[config.mk]
export PLATFORM = sky130hd
export DESIGN_NAME = dcks_device_flat
export DESIGN_NICKNAME = d
export VERILOG_FILES = /design/src/dcks_pkg.sv /design/src/dcks_if.sv /design/src/dcks_device.sv /design/src/flat_wrapper.sv
export SDC_FILE = /design/constraint.sdc
export NUM_CORES = 1
export LEC_CHECK = 0
export ABC_CLOCK_PERIOD_IN_PS = 6100
export BUFFER_PORTS_ARGS = -buffer_cell sky130_fd_sc_hd__buf_2
export CAP_MARGIN = 20
export CORE_MARGIN = 5
export CORE_UTILIZATION = 30
export DETAILED_ROUTE_END_ITERATION = 8
export HOLD_SLACK_MARGIN = 0.15
export PLACE_DENSITY_LB_ADDON = 0.25
export SLEW_MARGIN = 20
export SYNTH_ARGS = -nofsm -noshare
export SYNTH_HDL_FRONTEND = slang
export SYNTH_SLANG_ARGS = --single-unit
export TNS_END_PERCENT = 10
[constraint.sdc]
create_clock -name mclk_in -period 6.1 [get_ports mclk_in]
set_input_delay 0.61 -clock mclk_in [delete_from_list [all_inputs] [get_ports mclk_in]]
set_output_delay 0.61 -clock mclk_in [all_outputs]
set_load 0.005 [all_outputs]
[src/dcks_pkg.sv]
// package: command codes, states and timing counts for the dram cke/command logic
`default_nettype none
package dcks_pkg;
    // =====================================================
    // command encoding {cs_n, ras_n, cas_n, we_n}
    localparam logic [3:0] DCKS_CMD_NOP  = 4'h7;
    localparam logic [3:0] DCKS_CMD_ACT  = 4'h3;
    localparam logic [3:0] DCKS_CMD_RD   = 4'h5;
    localparam logic [3:0] DCKS_CMD_WR   = 4'h4;
    localparam logic [3:0] DCKS_CMD_PRE  = 4'h2;
    localparam logic [3:0] DCKS_CMD_REF  = 4'h1;
    localparam logic [3:0] DCKS_CMD_MRS  = 4'h0;
    localparam logic [3:0] DCKS_CMD_DSL  = 4'h8;
    // =====================================================
    // geometry and timing
    localparam int         DCKS_BANKS       = 8;
    localparam int         DCKS_BA_W        = 3;
    localparam int         DCKS_ROW_W       = 14;
    localparam int         DCKS_DQ_W        = 8;
    localparam int         DCKS_CKE_MIN_CLK = 3;
    localparam int         DCKS_XSRD_CLK    = 200;
    localparam logic [1:0] DCKS_BURST_LEN   = 2'h3;
    localparam logic [7:0] DCKS_XSRD_CNT    = 8'(DCKS_XSRD_CLK);
    localparam logic [1:0] DCKS_CKE_CNT     = 2'(DCKS_CKE_MIN_CLK - 1);
    // =====================================================
    typedef enum logic [2:0] {
        DCKS_ST_IDLE,
        DCKS_ST_ACTIVE,
        DCKS_ST_READ,
        DCKS_ST_WRITE,
        DCKS_ST_PDN_PRE,
        DCKS_ST_PDN_ACT,
        DCKS_ST_SELF_REF
    } dcks_state_t;
endpackage : dcks_pkg
`default_nettype wire

[src/dcks_if.sv]
// interface: command, clock-enable, termination and write data pins
`default_nettype none
interface dcks_if;
    logic       cke;
    logic       cs_n;
    logic       ras_n;
    logic       cas_n;
    logic       we_n;
    logic [2:0] ba;
    logic [13:0] addr;
    logic       odt;
    logic [7:0] dq;
    logic       dm;
    logic       dqs;
    modport dev (input cke, cs_n, ras_n, cas_n, we_n, ba, addr, odt, dq, dm, dqs);
    modport ctl (output cke, cs_n, ras_n, cas_n, we_n, ba, addr, odt, dq, dm, dqs);
endinterface : dcks_if
`default_nettype wire

[src/dcks_device.sv]
// device end: cke history, command decode and bank/burst state
//
// Overview of operation
// - next action from cke now, cke before, state
// - cke fall with nop enters power-down from idle or active
// - self refresh entered only from idle
// - self refresh exits on cke rise with nop
// - controller sends deselect in place of reads during read-exit delay
// - controller avoids power-down during busy operations
// - cke level held three registered edges
// - no own refresh while powered down
// - odt driven valid in power-down if enabled
// - odt ignored for cke states, off in self refresh
// - cke held high during driver calibration
// - unlisted combinations flagged illegal
// - data mask high inhibits that beat
// - idle command actions, read/write illegal
// - banks-active command actions
// - burst continues on nop; others illegal
// - no command interrupts a burst; any but nop or deselect is illegal
// - commands decoded from pins at edge
// - length-four bursts not interruptible
`default_nettype none
module dcks_device
    import dcks_pkg::*;
(
    input  wire logic                   mclk_in,
    input  wire logic                   resetn_in,
    dcks_if.dev                         pins,
    output var  dcks_pkg::dcks_state_t  state_out,
    output var  logic [7:0]             bank_open_out,
    output var  logic                   illegal_out,
    output var  logic                   cke_viol_out,
    output var  logic                   odt_active_out,
    output var  logic                   wr_strobe_out,
    output var  logic [2:0]             wr_bank_out,
    output var  logic [7:0]             wr_data_out,
    output var  logic                   ref_busy_out,
    output var  logic [7:0]             xsrd_left_out
);
    import dcks_pkg::*;
    // =====================================================
    // command decode
    dcks_state_t state_q;
    logic [7:0]  open_q;
    logic        cke_prev_q;
    logic [1:0]  cke_hold_q;
    logic [1:0]  burst_q;
    logic [3:0]  cmd;
    logic        is_nop;
    logic        cke_now;
    dcks_state_t state_d;
    logic        illegal_d;

    // pins are on the same clock as the controller, so no synchroniser
    assign cke_now = pins.cke;
    assign cmd     = pins.cs_n ? DCKS_CMD_DSL
                               : {1'b0, pins.ras_n, pins.cas_n, pins.we_n};
    assign is_nop  = (cmd == DCKS_CMD_DSL) || (cmd == DCKS_CMD_NOP);

    // =====================================================
    // next state
    always_comb
    begin
        state_d   = state_q;
        illegal_d = 1'b0;
        unique case ({cke_prev_q, cke_now})
            2'b00:
            begin
                if (!(state_q inside {DCKS_ST_PDN_PRE, DCKS_ST_PDN_ACT, DCKS_ST_SELF_REF}))
                    illegal_d = 1'b1;
            end
            2'b01:
            begin
                if (!is_nop)
                    illegal_d = 1'b1;
                else if (state_q == DCKS_ST_SELF_REF)
                    state_d = DCKS_ST_IDLE;
                else if (state_q == DCKS_ST_PDN_PRE)
                    state_d = DCKS_ST_IDLE;
                else if (state_q == DCKS_ST_PDN_ACT)
                    state_d = DCKS_ST_ACTIVE;
                else
                    illegal_d = 1'b1;
            end
            2'b10:
            begin
                if (is_nop && state_q == DCKS_ST_IDLE)
                    state_d = DCKS_ST_PDN_PRE;
                else if (is_nop && state_q == DCKS_ST_ACTIVE)
                    state_d = DCKS_ST_PDN_ACT;
                else if (cmd == DCKS_CMD_REF && state_q == DCKS_ST_IDLE)
                    state_d = DCKS_ST_SELF_REF;
                else
                    illegal_d = 1'b1;
            end
            2'b11:
            begin
                unique case (state_q)
                    DCKS_ST_IDLE:
                    begin
                        if (cmd == DCKS_CMD_ACT)
                            state_d = DCKS_ST_ACTIVE;
                        else if (cmd == DCKS_CMD_RD || cmd == DCKS_CMD_WR)
                            illegal_d = 1'b1;
                    end
                    DCKS_ST_ACTIVE:
                    begin
                        if (cmd == DCKS_CMD_RD && open_q[pins.ba])
                            state_d = DCKS_ST_READ;
                        else if (cmd == DCKS_CMD_WR && open_q[pins.ba])
                            state_d = DCKS_ST_WRITE;
                        else if (cmd == DCKS_CMD_PRE)
                        begin
                            if (pins.addr[10] || open_q == (8'h01 << pins.ba))
                                state_d = DCKS_ST_IDLE;
                        end
                        else if (cmd == DCKS_CMD_ACT && !open_q[pins.ba])
                            state_d = DCKS_ST_ACTIVE;
                        else if (!is_nop)
                            illegal_d = 1'b1;
                    end
                    DCKS_ST_READ, DCKS_ST_WRITE:
                    begin
                        if (!is_nop)
                            illegal_d = 1'b1;
                        else if (burst_q == 2'h0)
                            state_d = DCKS_ST_ACTIVE;
                    end
                    default:
                        illegal_d = 1'b1;
                endcase
            end
        endcase
        if (illegal_d)
            state_d = state_q;
    end

    // =====================================================
    // state, bank and burst registers
    always_ff @(posedge mclk_in or negedge resetn_in)
    begin
        if (!resetn_in)
        begin
            state_q    <= DCKS_ST_IDLE;
            cke_prev_q <= 1'b0;
        end
        else
        begin
            state_q    <= state_d;
            cke_prev_q <= cke_now;
        end
    end

    always_ff @(posedge mclk_in or negedge resetn_in)
    begin
        if (!resetn_in)
            open_q <= 8'h00;
        else if (!illegal_d && cke_prev_q && cke_now)
        begin
            if (state_q == DCKS_ST_IDLE && cmd == DCKS_CMD_ACT)
                open_q <= 8'h01 << pins.ba;
            else if (state_q == DCKS_ST_ACTIVE && cmd == DCKS_CMD_ACT)
                open_q <= open_q | (8'h01 << pins.ba);
            else if (state_q == DCKS_ST_ACTIVE && cmd == DCKS_CMD_PRE)
                open_q <= pins.addr[10] ? 8'h00 : (open_q & ~(8'h01 << pins.ba));
        end
    end

    // burst of four: start loads the count, every cycle counts down
    always_ff @(posedge mclk_in or negedge resetn_in)
    begin
        if (!resetn_in)
            burst_q <= 2'h0;
        else if (state_d inside {DCKS_ST_READ, DCKS_ST_WRITE} && state_q == DCKS_ST_ACTIVE)
            burst_q <= DCKS_BURST_LEN;
        else if (burst_q != 2'h0)
            burst_q <= burst_q - 2'h1;
    end

    // =====================================================
    // cke pulse width check
    always_ff @(posedge mclk_in or negedge resetn_in)
    begin
        if (!resetn_in)
        begin
            cke_hold_q   <= 2'h0;
            cke_viol_out <= 1'b0;
        end
        else if (cke_now != cke_prev_q)
        begin
            cke_hold_q   <= DCKS_CKE_CNT;
            cke_viol_out <= (cke_hold_q != 2'h0);
        end
        else
        begin
            if (cke_hold_q != 2'h0)
                cke_hold_q <= cke_hold_q - 2'h1;
            cke_viol_out <= 1'b0;
        end
    end

    // =====================================================
    // write data with mask, termination, outputs
    always_ff @(posedge mclk_in or negedge resetn_in)
    begin
        if (!resetn_in)
        begin
            wr_strobe_out  <= 1'b0;
            wr_bank_out    <= 3'h0;
            wr_data_out    <= 8'h00;
            odt_active_out <= 1'b0;
            illegal_out    <= 1'b0;
            state_out      <= DCKS_ST_IDLE;
            bank_open_out  <= 8'h00;
            ref_busy_out   <= 1'b0;
        end
        else
        begin
            // masked beats never reach the array
            wr_strobe_out  <= (state_q == DCKS_ST_WRITE) && !pins.dm && pins.dqs;
            wr_data_out    <= pins.dq;
            if (state_d == DCKS_ST_WRITE && state_q == DCKS_ST_ACTIVE)
                wr_bank_out <= pins.ba;
            odt_active_out <= pins.odt && (state_q != DCKS_ST_SELF_REF);
            illegal_out    <= illegal_d;
            state_out      <= state_q;
            bank_open_out  <= open_q;
            // only self refresh refreshes internally; power-down does not
            ref_busy_out   <= (state_q == DCKS_ST_SELF_REF);
        end
    end

    // read-exit delay count after self refresh, informational
    always_ff @(posedge mclk_in or negedge resetn_in)
    begin
        if (!resetn_in)
            xsrd_left_out <= 8'h00;
        else if (state_q == DCKS_ST_SELF_REF && state_d == DCKS_ST_IDLE)
            xsrd_left_out <= DCKS_XSRD_CNT;
        else if (xsrd_left_out != 8'h00)
            xsrd_left_out <= xsrd_left_out - 8'h01;
    end
endmodule : dcks_device
`default_nettype wire

[src/flat_wrapper.sv]
// flat-port wrapper written by rule: the top's interface ports become plain ports
module dcks_device_flat import dcks_pkg::*;
  (mclk_in, resetn_in, state_out, bank_open_out, illegal_out, cke_viol_out, odt_active_out, wr_strobe_out, wr_bank_out, wr_data_out, ref_busy_out, xsrd_left_out, pins_cke, pins_cs_n, pins_ras_n, pins_cas_n, pins_we_n, pins_ba, pins_addr, pins_odt, pins_dq, pins_dm, pins_dqs);
  dcks_if pins_i ();
  input  wire logic mclk_in;
  input  wire logic resetn_in;
  output var  dcks_pkg::dcks_state_t state_out;
  output var  logic [7:0] bank_open_out;
  output var  logic illegal_out;
  output var  logic cke_viol_out;
  output var  logic odt_active_out;
  output var  logic wr_strobe_out;
  output var  logic [2:0] wr_bank_out;
  output var  logic [7:0] wr_data_out;
  output var  logic ref_busy_out;
  output var  logic [7:0] xsrd_left_out;
  input wire logic [$bits(pins_i.cke)-1:0] pins_cke;
  input wire logic [$bits(pins_i.cs_n)-1:0] pins_cs_n;
  input wire logic [$bits(pins_i.ras_n)-1:0] pins_ras_n;
  input wire logic [$bits(pins_i.cas_n)-1:0] pins_cas_n;
  input wire logic [$bits(pins_i.we_n)-1:0] pins_we_n;
  input wire logic [$bits(pins_i.ba)-1:0] pins_ba;
  input wire logic [$bits(pins_i.addr)-1:0] pins_addr;
  input wire logic [$bits(pins_i.odt)-1:0] pins_odt;
  input wire logic [$bits(pins_i.dq)-1:0] pins_dq;
  input wire logic [$bits(pins_i.dm)-1:0] pins_dm;
  input wire logic [$bits(pins_i.dqs)-1:0] pins_dqs;
  assign pins_i.cke = pins_cke;
  assign pins_i.cs_n = pins_cs_n;
  assign pins_i.ras_n = pins_ras_n;
  assign pins_i.cas_n = pins_cas_n;
  assign pins_i.we_n = pins_we_n;
  assign pins_i.ba = pins_ba;
  assign pins_i.addr = pins_addr;
  assign pins_i.odt = pins_odt;
  assign pins_i.dq = pins_dq;
  assign pins_i.dm = pins_dm;
  assign pins_i.dqs = pins_dqs;
  dcks_device u_core (.mclk_in(mclk_in), .resetn_in(resetn_in), .pins(pins_i), .state_out(state_out), .bank_open_out(bank_open_out), .illegal_out(illegal_out), .cke_viol_out(cke_viol_out), .odt_active_out(odt_active_out), .wr_strobe_out(wr_strobe_out), .wr_bank_out(wr_bank_out), .wr_data_out(wr_data_out), .ref_busy_out(ref_busy_out), .xsrd_left_out(xsrd_left_out));
endmodule
# Word-level counts from Yosys, hierarchy flattened
# Index checks and enable logic that the tools add are counted.
[op_classes]
add_sub_neg = 3
n_lt_le_gt_ge = 1
eq_ne = 21
n_shift = 1
muxes = 49
n_bitwise = 3
n_reduce_logical = 38
[ops]
columns = ["cell", "count"]
rows = [
  ["$mux 3", 16],
  ["$mux 8", 6],
  ["$pmux 3 s3", 2],
  ["$logic_and 1x1->1", 17],
  ["$mux 1", 17],
  ["$eq 3x2->1 const B", 4],
  ["$eq 4x3->1 const B", 3],
  ["$reduce_bool 2->1", 6],
  ["$eq 3x3->1 const B", 3],
  ["$and 8x8->8", 1],
  ["$eq 4x2->1 const B", 2],
  ["$eq 8x8->1", 1],
  ["$mux 2", 4],
  ["$not 8->8", 1],
  ["$or 8x8->8", 1],
  ["$reduce_bool 8->1", 1],
  ["$shl 1x3->8 const A", 1],
  ["$sub 8x1->8 const B", 1],
  ["$logic_not 3->1", 2],
  ["$reduce_bool 3->1", 2],
  ["$eq 2x2->1 const B", 2],
  ["$eq 4x1->1 const B", 1],
  ["$eq 4x4->1 const B", 1],
  ["$logic_not 2->1", 2],
  ["14 further kinds", 19],
]
[word_totals]
regBits = 51
in_bits = 35
output_inout_bits = 35
elab_cells = 131

# Longest topological paths before layout
# Gate-level depths: netlist (run 1).
[logic_depth]
word_depth = 15
ltp_mapped = 10
ltp_nobuf = 9

# Least setup slack after synthesis (run 1)
# OpenSTA, ideal clock, no wires.
[synth_timing]
path_type = "input to register"
start = "input port pins_ba[0]"
end = "register u_core.wr_bank_out[0]"
setup_time_ns = 0.125
arrival_time_ns = 2.728
required_ns = 5.975
path_slack_ns = 3.248
path_stages = 9
n_path_buf = 1
cell_sequence = "clkbuf_1 or3b_2 ha_1 nor4_1 a21oi_1 nor3_1 a2111o_1 a31o_2 mux2_2"
[synth_between]
elab_chain_len = 13
word_cells_on_any_way = 25
classes_between = "2 x eq/ne; 1 x shift; 16 x mux; 6 x reduce/logical"
[synth_rtl]
columns = ["item", "line", "source"]
rows = [
  ["start, declared", "flat_wrapper.sv:22", "input wire logic [$bits(pins_i.ba)-1:0] pins_ba;"],
  ["$bmux 1 s3", "dcks_device.sv:109, dcks_device.sv:111, dcks_device.sv:118", ""],
  ["$mux 1 (not written as such)", "dcks_device.sv:109, dcks_device.sv:111, dcks_device.sv:118", ""],
  ["$logic_not 1->1", "dcks_device.sv:118", "else if (cmd == DCKS_CMD_ACT && !open_q[pins.ba])"],
  ["$logic_and 1x1->1", "dcks_device.sv:118", ""],
  ["$mux 1 / $mux 3 (equally long branches)", "dcks_device.sv:118", ""],
  ["$mux 1 / $mux 3 (equally long branches)", "dcks_device.sv:113", "else if (cmd == DCKS_CMD_PRE)"],
  ["$mux 1 / $mux 3 (equally long branches)", "dcks_device.sv:111", "else if (cmd == DCKS_CMD_WR && open_q[pins.ba])"],
  ["$mux 1 / $mux 3 (equally long branches)", "dcks_device.sv:109", "if (cmd == DCKS_CMD_RD && open_q[pins.ba])"],
  ["$pmux 1 s3 / $pmux 3 s3 (equally long branches)", "dcks_device.sv:99", "unique case (state_q)"],
  ["$pmux 1 s4 / $pmux 3 s3 (equally long branches)", "dcks_device.sv:67", "unique case ({cke_prev_q, cke_now})"],
  ["$mux 3", "dcks_device.sv:135", "if (illegal_d)"],
  ["$eq 3x2->1", "dcks_device.sv:223", "if (state_d == DCKS_ST_WRITE && state_q == DCKS_ST_ACTIVE)"],
  ["$logic_and 1x1->1", "dcks_device.sv:223", ""],
  ["end signal, assigned", "dcks_device.sv:224", "wr_bank_out <= pins.ba;"],
  ["end, declared", "dcks_device.sv:36", "output var logic [2:0] wr_bank_out,"],
]
# Parallel ways exist; a longest one is shown, timed or not. The select of a mux whose other input is x is not followed.
# A chain may end at the register's enable or synchronous reset.

# Worst setup path after layout (run 1)
[layout_timing]
start = "input port pins_ba[1]"
end = "register u_core.wr_bank_out[2]"
[layout_between]
elab_chain_len = 13
word_cells_on_any_way = 25
classes_between = "2 x eq/ne; 1 x shift; 16 x mux; 6 x reduce/logical"
[layout_rtl]
columns = ["item", "line"]
rows = [
  ["$bmux 1 s3", "dcks_device.sv:109, dcks_device.sv:111, dcks_device.sv:118"],
  ["$mux 1 (not written as such)", "dcks_device.sv:109, dcks_device.sv:111, dcks_device.sv:118"],
  ["$logic_not 1->1", "dcks_device.sv:118"],
  ["$logic_and 1x1->1", "dcks_device.sv:118"],
  ["$mux 1 / $mux 3 (equally long branches)", "dcks_device.sv:118"],
  ["$mux 1 / $mux 3 (equally long branches)", "dcks_device.sv:113"],
  ["$mux 1 / $mux 3 (equally long branches)", "dcks_device.sv:111"],
  ["$mux 1 / $mux 3 (equally long branches)", "dcks_device.sv:109"],
  ["$pmux 1 s3 / $pmux 3 s3 (equally long branches)", "dcks_device.sv:99"],
  ["$pmux 1 s4 / $pmux 3 s3 (equally long branches)", "dcks_device.sv:67"],
  ["$mux 3 (*)", "dcks_device.sv:135"],
  ["$eq 3x2->1 (*)", "dcks_device.sv:223"],
  ["$logic_and 1x1->1 (*)", "dcks_device.sv:223"],
]
# Every way passes the cells marked *; elsewhere a longest branch is shown, timed or not. The select of a mux whose other input is x is not followed.

==> impl_metrics.csv, run 1 <==
group,metric,value,unit
yosys,synth-edff-count,0,
global_route,grt_pass1_vias,2198,
clocking,post_cts_resized,0,
yosys,syn_area,0.002786,mm²
floorplanning,start_util,30.44,%
yosys,yosysTopAreaCell,"dfrtp_1",
timing,holdWs,0.4074,ns
timing,fmax,0.3519,GHz
setup_path,arrival,3.03,ns
clocking,cts_buffers,5,
timing,worstMarginPinSlew,0.6451,ns
yosys,synth_nets,333,
setup_path,cp_max_fo,13,
layout,antenna_cells,0,
place,dp_hpwl,4.478,mm
place,pre_cts_slack,2.979,ns
yosys,seq_area_frac_synth,45.80,%
route,drt-pass1-iter-count,4,
yosys,synth.distinct_cells,46,
power,p_clk_share,27.0,%
layout,utilization,35.94,%
timing,period_needed,2.842,ns
yosys,avgSynthCellArea,10.13,µm²
timing,tns,0,ns
place,postPlaceCellArea,0.003157,mm²
floorplanning,fp.dieH,106.4,µm
clocking,cts_tree,"done",
route,antenna_left,0,
timing,relSlewSlack,56.99,%
layout,final_cells,440,
clocking,clk_latency,0.30,ns
clocking,cts_hold_buffers,0,
place,gp_congestion,0.7881,
layout,fin_area,0.003289,mm²
clocking,cts.sinks,51,
floorplanning,die_area,0.01132,mm²
power,seq_power_share,46.3,%
global_route,grt_pass1_wl,10.44,mm
layout,final_layout_size_suffix_gt1_share,24.62,%
power,ir_drop,130.7,µV
yosys,syn_inst,275,
timing,period_share,46.59,%
power,finalPower,1.021,mW
route,wl_per_cell,14.08,µm
global_route,antenna_found_initial,0,
clocking,clk_pin_slew,0.09,ns
route,vias,2185,
setup_path,cp-end-kind,"flip-flop",
power,power.density,310.5,mW/mm²
floorplanning,io_pins,70,
clocking,clockBufferDepth,2,
place,dp_cells,432,
floorplanning,fp.coreArea,0.009153,mm²
timing,final.setup.worst_slack,3.258,ns
place,portBuffers,56,
yosys,async_flop_share,100.0,%
clocking,post_cts_buffers,0,
timing,finClkSkew,0.005961,ns
floorplanning,rows,35,
power,power.switching,0.3117,mW
layout,area_growth,18.05,%
power,p_int,0.7096,mW
hold_path,hold_class,"in2reg",
layout,finalNetCount,386,
power,switching_share,30.52,%
route,vias_per_cell,4.966,
timing,finalHoldViolCount,0,
outcome,status,"completed",
job,max-cap-violations,0,
setup_path,critPathLaunchType,"primary input",
timing,rsz0062_at_grt,"no",
yosys,synth_flop_cell,"dfrtp_1",
power,combPwrFrac,26.7,%
yosys,synth_top_cell_area_share,45.80,%
floorplanning,die_w,106.4,µm
yosys,synth_warnings,0,
timing,slew_viol_final,0,
yosys,synth_area_leaders,"dfrtp_1 (46%), ha_1 (10%), a21oi_1 (5.7%)",
global_route,grt_usage,11.34,%
setup_path,path_class,"in2reg",
global_route,grt_overflow_total,0,
global_route,grt_max_degree,52,
route,wl,6.195,mm
clocking,cts_max_level,2,
yosys,synth-seq-cells,51,
setup_path,timing.critical_path.required,6.29,ns
timing,setup_viol,0,
route,drc,0,
clocking,cts_root_buf,"clkbuf_8",
route,dr.first_iter.drc_count,97,
power,leakage,1.614,nW
metal layers:
layer / global-route usage, % / vias up / wire (µm)
li1: - / 1066 / -
met1: 14.29 / 1062 / 2830
met2: 18.96 / 52 / 2947
met3: 3.400 / 5 / 361
met4: 2.868 / 0 / 57
met5: 0 / - / 0
cells in the mapped netlist (all sizes together), types with 4 or more instances:
cell type	number
mux2i	13
nor3	7
or3b	4
nand4	5
nor3b	4
nand3b	5
dfrtp	51
mux2	4
o21ai	4
clkbuf	9
inv	21
nand2	14
ha	23
a21oi	32
nand2b	4
nand3	4
nor2	28
flip-flops by register name (all words and copies together), names as in the netlist:
signal,cells
u_core.cke_prev_q,1
u_core.illegal_out,1
u_core.cke_hold_q,2
u_core.open_q,8
u_core.wr_bank_out,3
u_core.odt_active_out,1
u_core.bank_open_out,8
u_core.ref_busy_out,1
u_core.wr_strobe_out,1
u_core.state_out,3
u_core.wr_data_out,8
u_core.cke_viol_out,1
u_core.xsrd_left_out,8
u_core.state_q,3
u_core.burst_q,2
logic make-up after synthesis:
kind of cell | synth area share [%]
adder cells (fa/ha/maj) | 10.33
AO/OA/AOI/OAI | 11.81
AND/OR/NAND/NOR | 18.55
multiplexers | 7.094
flip-flops | 45.80
buffers and inverters | 4.850
XOR/XNOR | 1.572
critical path, stage by stage:
cell and delay [ns]:
buf_2 0.19, or3b_2 0.51, ha_1 0.31, nor4_1 0.31, a21oi_1 0.14, nor3_1 0.23
a2111o_1 0.17, a31o_2 0.21, mux2_2 0.34
layout by cell type, fill, tap and decap left out, drive strengths merged, types with 5 or more instances in the layout:
master and count:
a21oi 32, buf 57, clkbuf 6, dfrtp 51, ha 23, inv 21, mux2i 13, nand2 14
nand3b 5, nand4 5, nor2 28, nor3 7
worst paths after layout:
path / from / end / slack [ns] / cells past startpoint
setup / recovery: pins_ba[1] / u_core.wr_bank_out[2] / 3.26 / 9
hold / removal: pins_dq[6] / u_core.wr_data_out[6] / 0.41 / 1
setup reg to reg: u_core.open_q[5] / u_core.wr_bank_out[2] / 3.80 / 8
hold reg to reg: u_core.open_q[1] / u_core.bank_open_out[1] / 0.45 / 0
max in group asynchronous: resetn_in / u_core.open_q[2] / 5.26 / 2
min in group asynchronous: resetn_in / u_core.ref_busy_out / 0.42 / 2
area by class of cell:
| type | instances | area (µm²) |
|---|---|---|
| Clock buffer | 6 | 72.57 |
| Clock inverter | 2 | 60.06 |
| Fill cell | 933 | 5863 |
| Inverter | 21 | 78.83 |
| Multi-Input combinational cell | 192 | 1375 |
| Sequential cell | 51 | 1276 |
| Tap cell | 111 | 138.9 |
| Timing Repair Buffer | 57 | 287.8 |
power groups by stage:
stage               Sequential, mW  Combinational, mW  Clock, mW
global placement             0.479              0.268          0
global route                 0.486              0.315      0.305
finish                       0.473              0.272      0.276
CTS                          0.474              0.280      0.290
floorplan                    0.471              0.179          0
detailed placement           0.480              0.278          0
(Power assumes the default switching activity.)
==> inputs of run 2 (changes only) <==
ABC_AREA = 1   (was not set)
ABC_CLOCK_PERIOD_IN_PS = 2650   (was 6100)
clock period = 2.65 ns   (was 6.1 ns; I/O delays follow)
==> impl_metrics.csv, run 2 <==
group,metric,value,unit
clocking,clk_pin_slew,0.10,ns
route,wl,6.107,mm
floorplanning,fp.dieH,108.0,µm
power,ir_drop,332.0,µV
yosys,synth_common_cells,"nand2_1 (85), dfrtp_1 (51), inv_1 (39)",
clocking,cts_max_level,2,
floorplanning,start_util,31.02,%
layout,utilization,38.26,%
route,wl_per_cell,11.14,µm
yosys,yosysTopAreaCell,"dfrtp_1",
floorplanning,die_area,0.01166,mm²
floorplanning,die_w,108.0,µm
yosys,synth-edff-count,0,
layout,area_growth,23.33,%
setup_path,path_class,"reg2reg",
place,portBuffers,56,
route,vias_per_cell,4.369,
route,top_layer,"met4",
yosys,seq_area_frac_synth,44.31,%
job,max-cap-violations,0,
yosys,synth_area_leaders,"dfrtp_1 (44%), nand2_1 (11%), ha_1 (10%)",
yosys,synth.distinct_cells,28,
timing,slew_viol_final,0,
layout,antenna_cells,0,
route,dr.first_iter.drc_count,64,
power,finalPower,2.609,mW
route,vias,2394,
global_route,grt_max_degree,25,
route,met2_wirelength,2.810,mm
yosys,synth-seq-cells,51,
clocking,clockBufferDepth,2,
setup_path,cp_max_fo,8,
setup_path,critPathLaunchType,"flip-flop",
yosys,synth_warnings,0,
timing,fmax,0.4652,GHz
route,antenna_left,0,
global_route,grt_overflow_total,0,
yosys,synth_top_cell_area_share,44.31,%
floorplanning,fp.coreArea,0.009284,mm²
timing,finClkSkew,0.01087,ns
yosys,syn_area,0.002880,mm²
route,drt-pass1-iter-count,4,
timing,rsz0062_at_grt,"no",
timing,period_share,81.11,%
yosys,synth_flop_cell,"dfrtp_1",
layout,finalNetCount,476,
clocking,cts_buffers,5,
timing,relSlewSlack,63.68,%
global_route,grt_usage,11.08,%
timing,setup_viol,0,
power,leakage,1.810,nW
outcome,status,"completed",
clocking,clk_latency,0.30,ns
place,pre_cts_slack,0.2018,ns
setup_path,timing.critical_path.required,2.85,ns
setup_path,regToRegSetupSlack,0.50,ns
yosys,synth_most_common_cell,"nand2_1",
floorplanning,rows,35,
global_route,grt_pass1_vias,2269,
yosys,syn_inst,344,
timing,tns,0,ns
global_route,antenna_found_initial,0,
clocking,cts_root_buf,"clkbuf_8",
timing,finalHoldViolCount,0,
route,wl_met3,307,µm
layout,final_layout_size_suffix_gt1_share,26.73,%
yosys,async_flop_share,100.0,%
setup_path,arrival,2.35,ns
global_route,grt_pass1_wl,10.53,mm
clocking,post_cts_resized,0,
timing,final.setup.worst_slack,0.5005,ns
setup_path,cp-end-kind,"flip-flop",
clocking,cts.sinks,51,
yosys,avgSynthCellArea,8.373,µm²
place,dp_hpwl,4.761,mm
power,power.density,734.6,mW/mm²
layout,final_common_cell,"nand2_1",
place,gp_congestion,0.8010,
layout,final_cell_mix,"nand2_1 (85), buf_2 (56), dfrtp_1 (51)",
timing,period_needed,2.150,ns
route,met1Wirelength,2.890,mm
timing,worstMarginPinSlew,0.5448,ns
route,drc,0,
hold_path,hold_class,"in2reg",
floorplanning,io_pins,70,
yosys,synth_nets,402,
clocking,cts_tree,"done",
[run 2: critical path: stages, from the launching register on]
cell and delay, ns:
dfrtp_1 0.48, inv_2 0.17, nand2_4 0.09, nor2_2 0.13, nand3_1 0.12, nand2_1 0.12
inv_2 0.05, a21oi_4 0.16, a21boi_2 0.25, nand2_1 0.09, nand2_2 0.11, nand2_2 0.13
nand3_1 0.12, inv_2 0.03
[run 2: repair_timing]
item / 4_1_cts / 5_1_grt
hold buffers: 12 / 0
setup buffers: 0 / 0
hold endpoints to repair: 33 / 0
endpoints found under the setup margin: 0 / 0
[run 2: final cells by class]
class | instances | area, µm²
clock inverter | 2 | 35.03
clock buffer | 6 | 82.58
sequential | 51 | 1276
inverter | 50 | 187.7
multi-input combinational | 239 | 1386
fill | 994 | 5732
tap | 129 | 161.4
timing repair buffer | 71 | 422.9
[run 2: path summary, 6_finish.rpt]
path	startpoint	cells past startpoint	to
hold reg to reg	u_core.open_q[7]	0	u_core.bank_open_out[7]
max in group asynchronous	resetn_in	3	u_core.ref_busy_out
setup / recovery	u_core.state_q[1]	13	u_core.xsrd_left_out[0]
hold / removal	pins_dqs	3	u_core.wr_strobe_out
min in group asynchronous	resetn_in	2	u_core.open_q[6]
setup reg to reg	u_core.state_q[1]	13	u_core.xsrd_left_out[0]
[run 2: power breakdown]
part / total, mW / switching, mW / internal [mW] / leakage, nW
Sequential: 1.11 / 0.153 / 0.959 / 0.648
Combinational: 0.932 / 0.549 / 0.383 / 1.10
Clock: 0.565 / 0.259 / 0.306 / 0.0612
Total: 2.61 / 0.961 / 1.65 / 1.81
[run 2: layer usage]
layer,track usage (%),vias to the layer above
li1,-,1239
met4,3.787,0
met2,17.90,45
met1,14.63,1102
met5,0,-
met3,2.507,8
[run 2: through the flow]
stage	instances	hold WS, ns	cell area (µm²)
after detailed placement	528	0.2989	3314
final	548	0.1685	3552
after global placement	528	0.2984	3314
after global routing	548	0.1584	3552
after CTS	548	0.1550	3552
after floorplan	344	-0.03059	2880
[run 2: cell families after synthesis]
logic type | share of synthesized area, %
fa+ha+maj | 9.991
buf+inv | 7.559
simple gates | 26.11
flops | 44.31
xor+xnor | 1.217
compound gates | 10.82
==> inputs of run 3 (changes only) <==
ABC_CLOCK_PERIOD_IN_PS = 2050   (was 2650)
clock period = 2.05 ns   (was 2.65 ns; I/O delays follow)
==> impl_metrics.csv, run 3 (synthesized netlist as in run 2, its figures left out) <==
group,metric,value,unit
outcome,status,"finished, violations left",
outcome,violations,"setup timing",
power,combPwrFrac,40.7,%
place,pre_cts_slack,-0.2609,ns
global_route,grt_max_degree,52,
layout,final_cell_mix,"nand2_1 (81), buf_2 (56), dfrtp_1 (51)",
timing,fmax,0.4860,GHz
route,drt-pass1-iter-count,4,
setup_path,path_class,"reg2reg",
power,power.density,897.4,mW/mm²
timing,worstMarginPinSlew,0.7413,ns
layout,final_layout_size_suffix_gt1_share,36.48,%
power,switching_share,37.44,%
layout,nFillCells,972,
timing,finClkSkew,0.01052,ns
route,dr.first_iter.drc_count,80,
place,postPlaceCellArea,0.003620,mm²
floorplanning,fp.coreArea,0.009284,mm²
global_route,antenna_found_initial,0,
clocking,clk_latency,0.31,ns
power,ir_drop,372.2,µV
floorplanning,io_pins,70,
clocking,cts_buffers,5,
timing,finalHoldViolCount,0,
layout,finalNetCount,523,
global_route,grt_pass1_wl,11.50,mm
timing,period_needed,2.058,ns
route,wl,7.059,mm
setup_path,cp-end-kind,"flip-flop",
clocking,cts_root_buf,"clkbuf_8",
global_route,grt_pass1_vias,2534,
place,dp_hpwl,5.043,mm
clocking,cts_tree,"done",
route,vias,2605,
floorplanning,start_util,31.02,%
timing,holdWs,0.2170,ns
clocking,cts.sinks,51,
setup_path,critPathLaunchType,"flip-flop",
floorplanning,die_area,0.01166,mm²
power,leakage,2.077,nW
layout,antenna_cells,0,
hold_path,hold_class,"in2reg",
route,antenna_left,0,
route,met1Wirelength,3.320,mm
power,power.switching,1.350,mW
route,vias_per_cell,4.378,
timing,final.setup.worst_slack,-0.007807,ns
floorplanning,fp.dieH,108.0,µm
timing,setup_viol,1,
setup_path,timing.critical_path.required,2.25,ns
setup_path,arrival,2.26,ns
timing,slew_viol_final,0,
global_route,grt_usage,12.14,%
place,gp_congestion,0.8311,
global_route,grt_overflow_total,0,
route,drc,0,
timing,relSlewSlack,50.49,%
clocking,cts_max_level,2,
power,p_clk_share,20.3,%
route,wl_per_cell,11.86,µm
layout,final_common_cell,"nand2_1",
route,met2_wirelength,3.337,mm
power,p_int,2.256,mW
clocking,clockBufferDepth,2,
power,finalPower,3.606,mW
floorplanning,rows,35,
setup_path,cp_max_fo,4,
power,seq_power_share,39.0,%
route,top_layer,"met4",
place,portBuffers,56,
floorplanning,die_w,108.0,µm
layout,area_growth,39.53,%
timing,period_share,100.4,%
route,wl_met3,319,µm
layout,fin_area,0.004019,mm²
timing,rsz0062_at_grt,"yes",
clocking,clk_pin_slew,0.09,ns
job,max-cap-violations,0,
run 3: critical path, cell delays in order (launching register included):
cell and delay, ns:
dfrtp_1 0.41, buf_6 0.13, nand2_2 0.06, o21ai_2 0.05, nand2_1 0.07, nand3_2 0.11
nand2_1 0.10, nand2_2 0.06, nand3_2 0.08, nand2_1 0.05, nand2_1 0.07, nand2_2 0.06
nand2_2 0.09, nand2_4 0.09, nand2_4 0.10, inv_4 0.04, nor2_4 0.16, nand3_4 0.11
nand2_1 0.08, nand2_1 0.05
run 3: repair_timing:
action / CTS / global route
setup endpoints to repair: 0 / 21
gates resized for setup: 0 / 22
hold buffers: 13 / 0
buffers inserted: 0 / 6
endpoints found under the hold margin: 62 / 0
run 3: power groups by stage:
stage | Combinational, mW | Clock [mW] | Sequential, mW
after global placement | 1.35 | 0 | 1.41
after floorplan | 0.823 | 0 | 1.44
after CTS | 1.40 | 0.782 | 1.40
after global routing | 1.66 | 0.811 | 1.45
final | 1.47 | 0.734 | 1.41
after detailed placement | 1.37 | 0 | 1.42
run 3: area by class of cell:
class                           instances  area [µm²]  share of cell area, %
Clock inverter                          2       35.03                 0.8717
Multi-Input combinational cell        240        1483                  36.89
Timing Repair Buffer                  117       790.8                  19.68
Tap cell                              129       161.4                  4.016
Sequential cell                        51        1276                  31.76
Inverter                               50       190.2                  4.732
Clock buffer                            6       82.58                  2.055
run 3: worst paths after layout:
kind / to / startpoint / depth (start not counted) / slack (ns)
max: u_core.wr_bank_out[1] / u_core.open_q[5] / 19 / -0.008
min: u_core.wr_bank_out[1] / pins_ba[1] / 3 / 0.22
max reg2reg: u_core.wr_bank_out[1] / u_core.open_q[5] / 19 / -0.008
min reg2reg: u_core.wr_bank_out[2] / u_core.wr_bank_out[2] / 2 / 0.49
max in group asynchronous: u_core.xsrd_left_out[0] / resetn_in / 3 / 1.40
min in group asynchronous: u_core.wr_bank_out[2] / resetn_in / 3 / 0.41
run 3: through the flow:
step / cells / util (%) / setup TNS (ns)
after detailed placement: 567 / 38.99 / -2.930
after CTS: 588 / 41.66 / 0
after global routing: 595 / 43.29 / -1.986
after floorplan: 344 / - / 0
final: 595 / 43.29 / -0.007807
after global placement: 567 / 38.99 / -2.398
run 3: layer usage:
| layer | global-route usage, % | vias to the layer above |
|---|---|---|
| met5 | 0 | - |
| met4 | 3.517 | 0 |
| met3 | 2.328 | 6 |
| met2 | 20.12 | 56 |
| met1 | 16.15 | 1212 |
| li1 | - | 1331 |
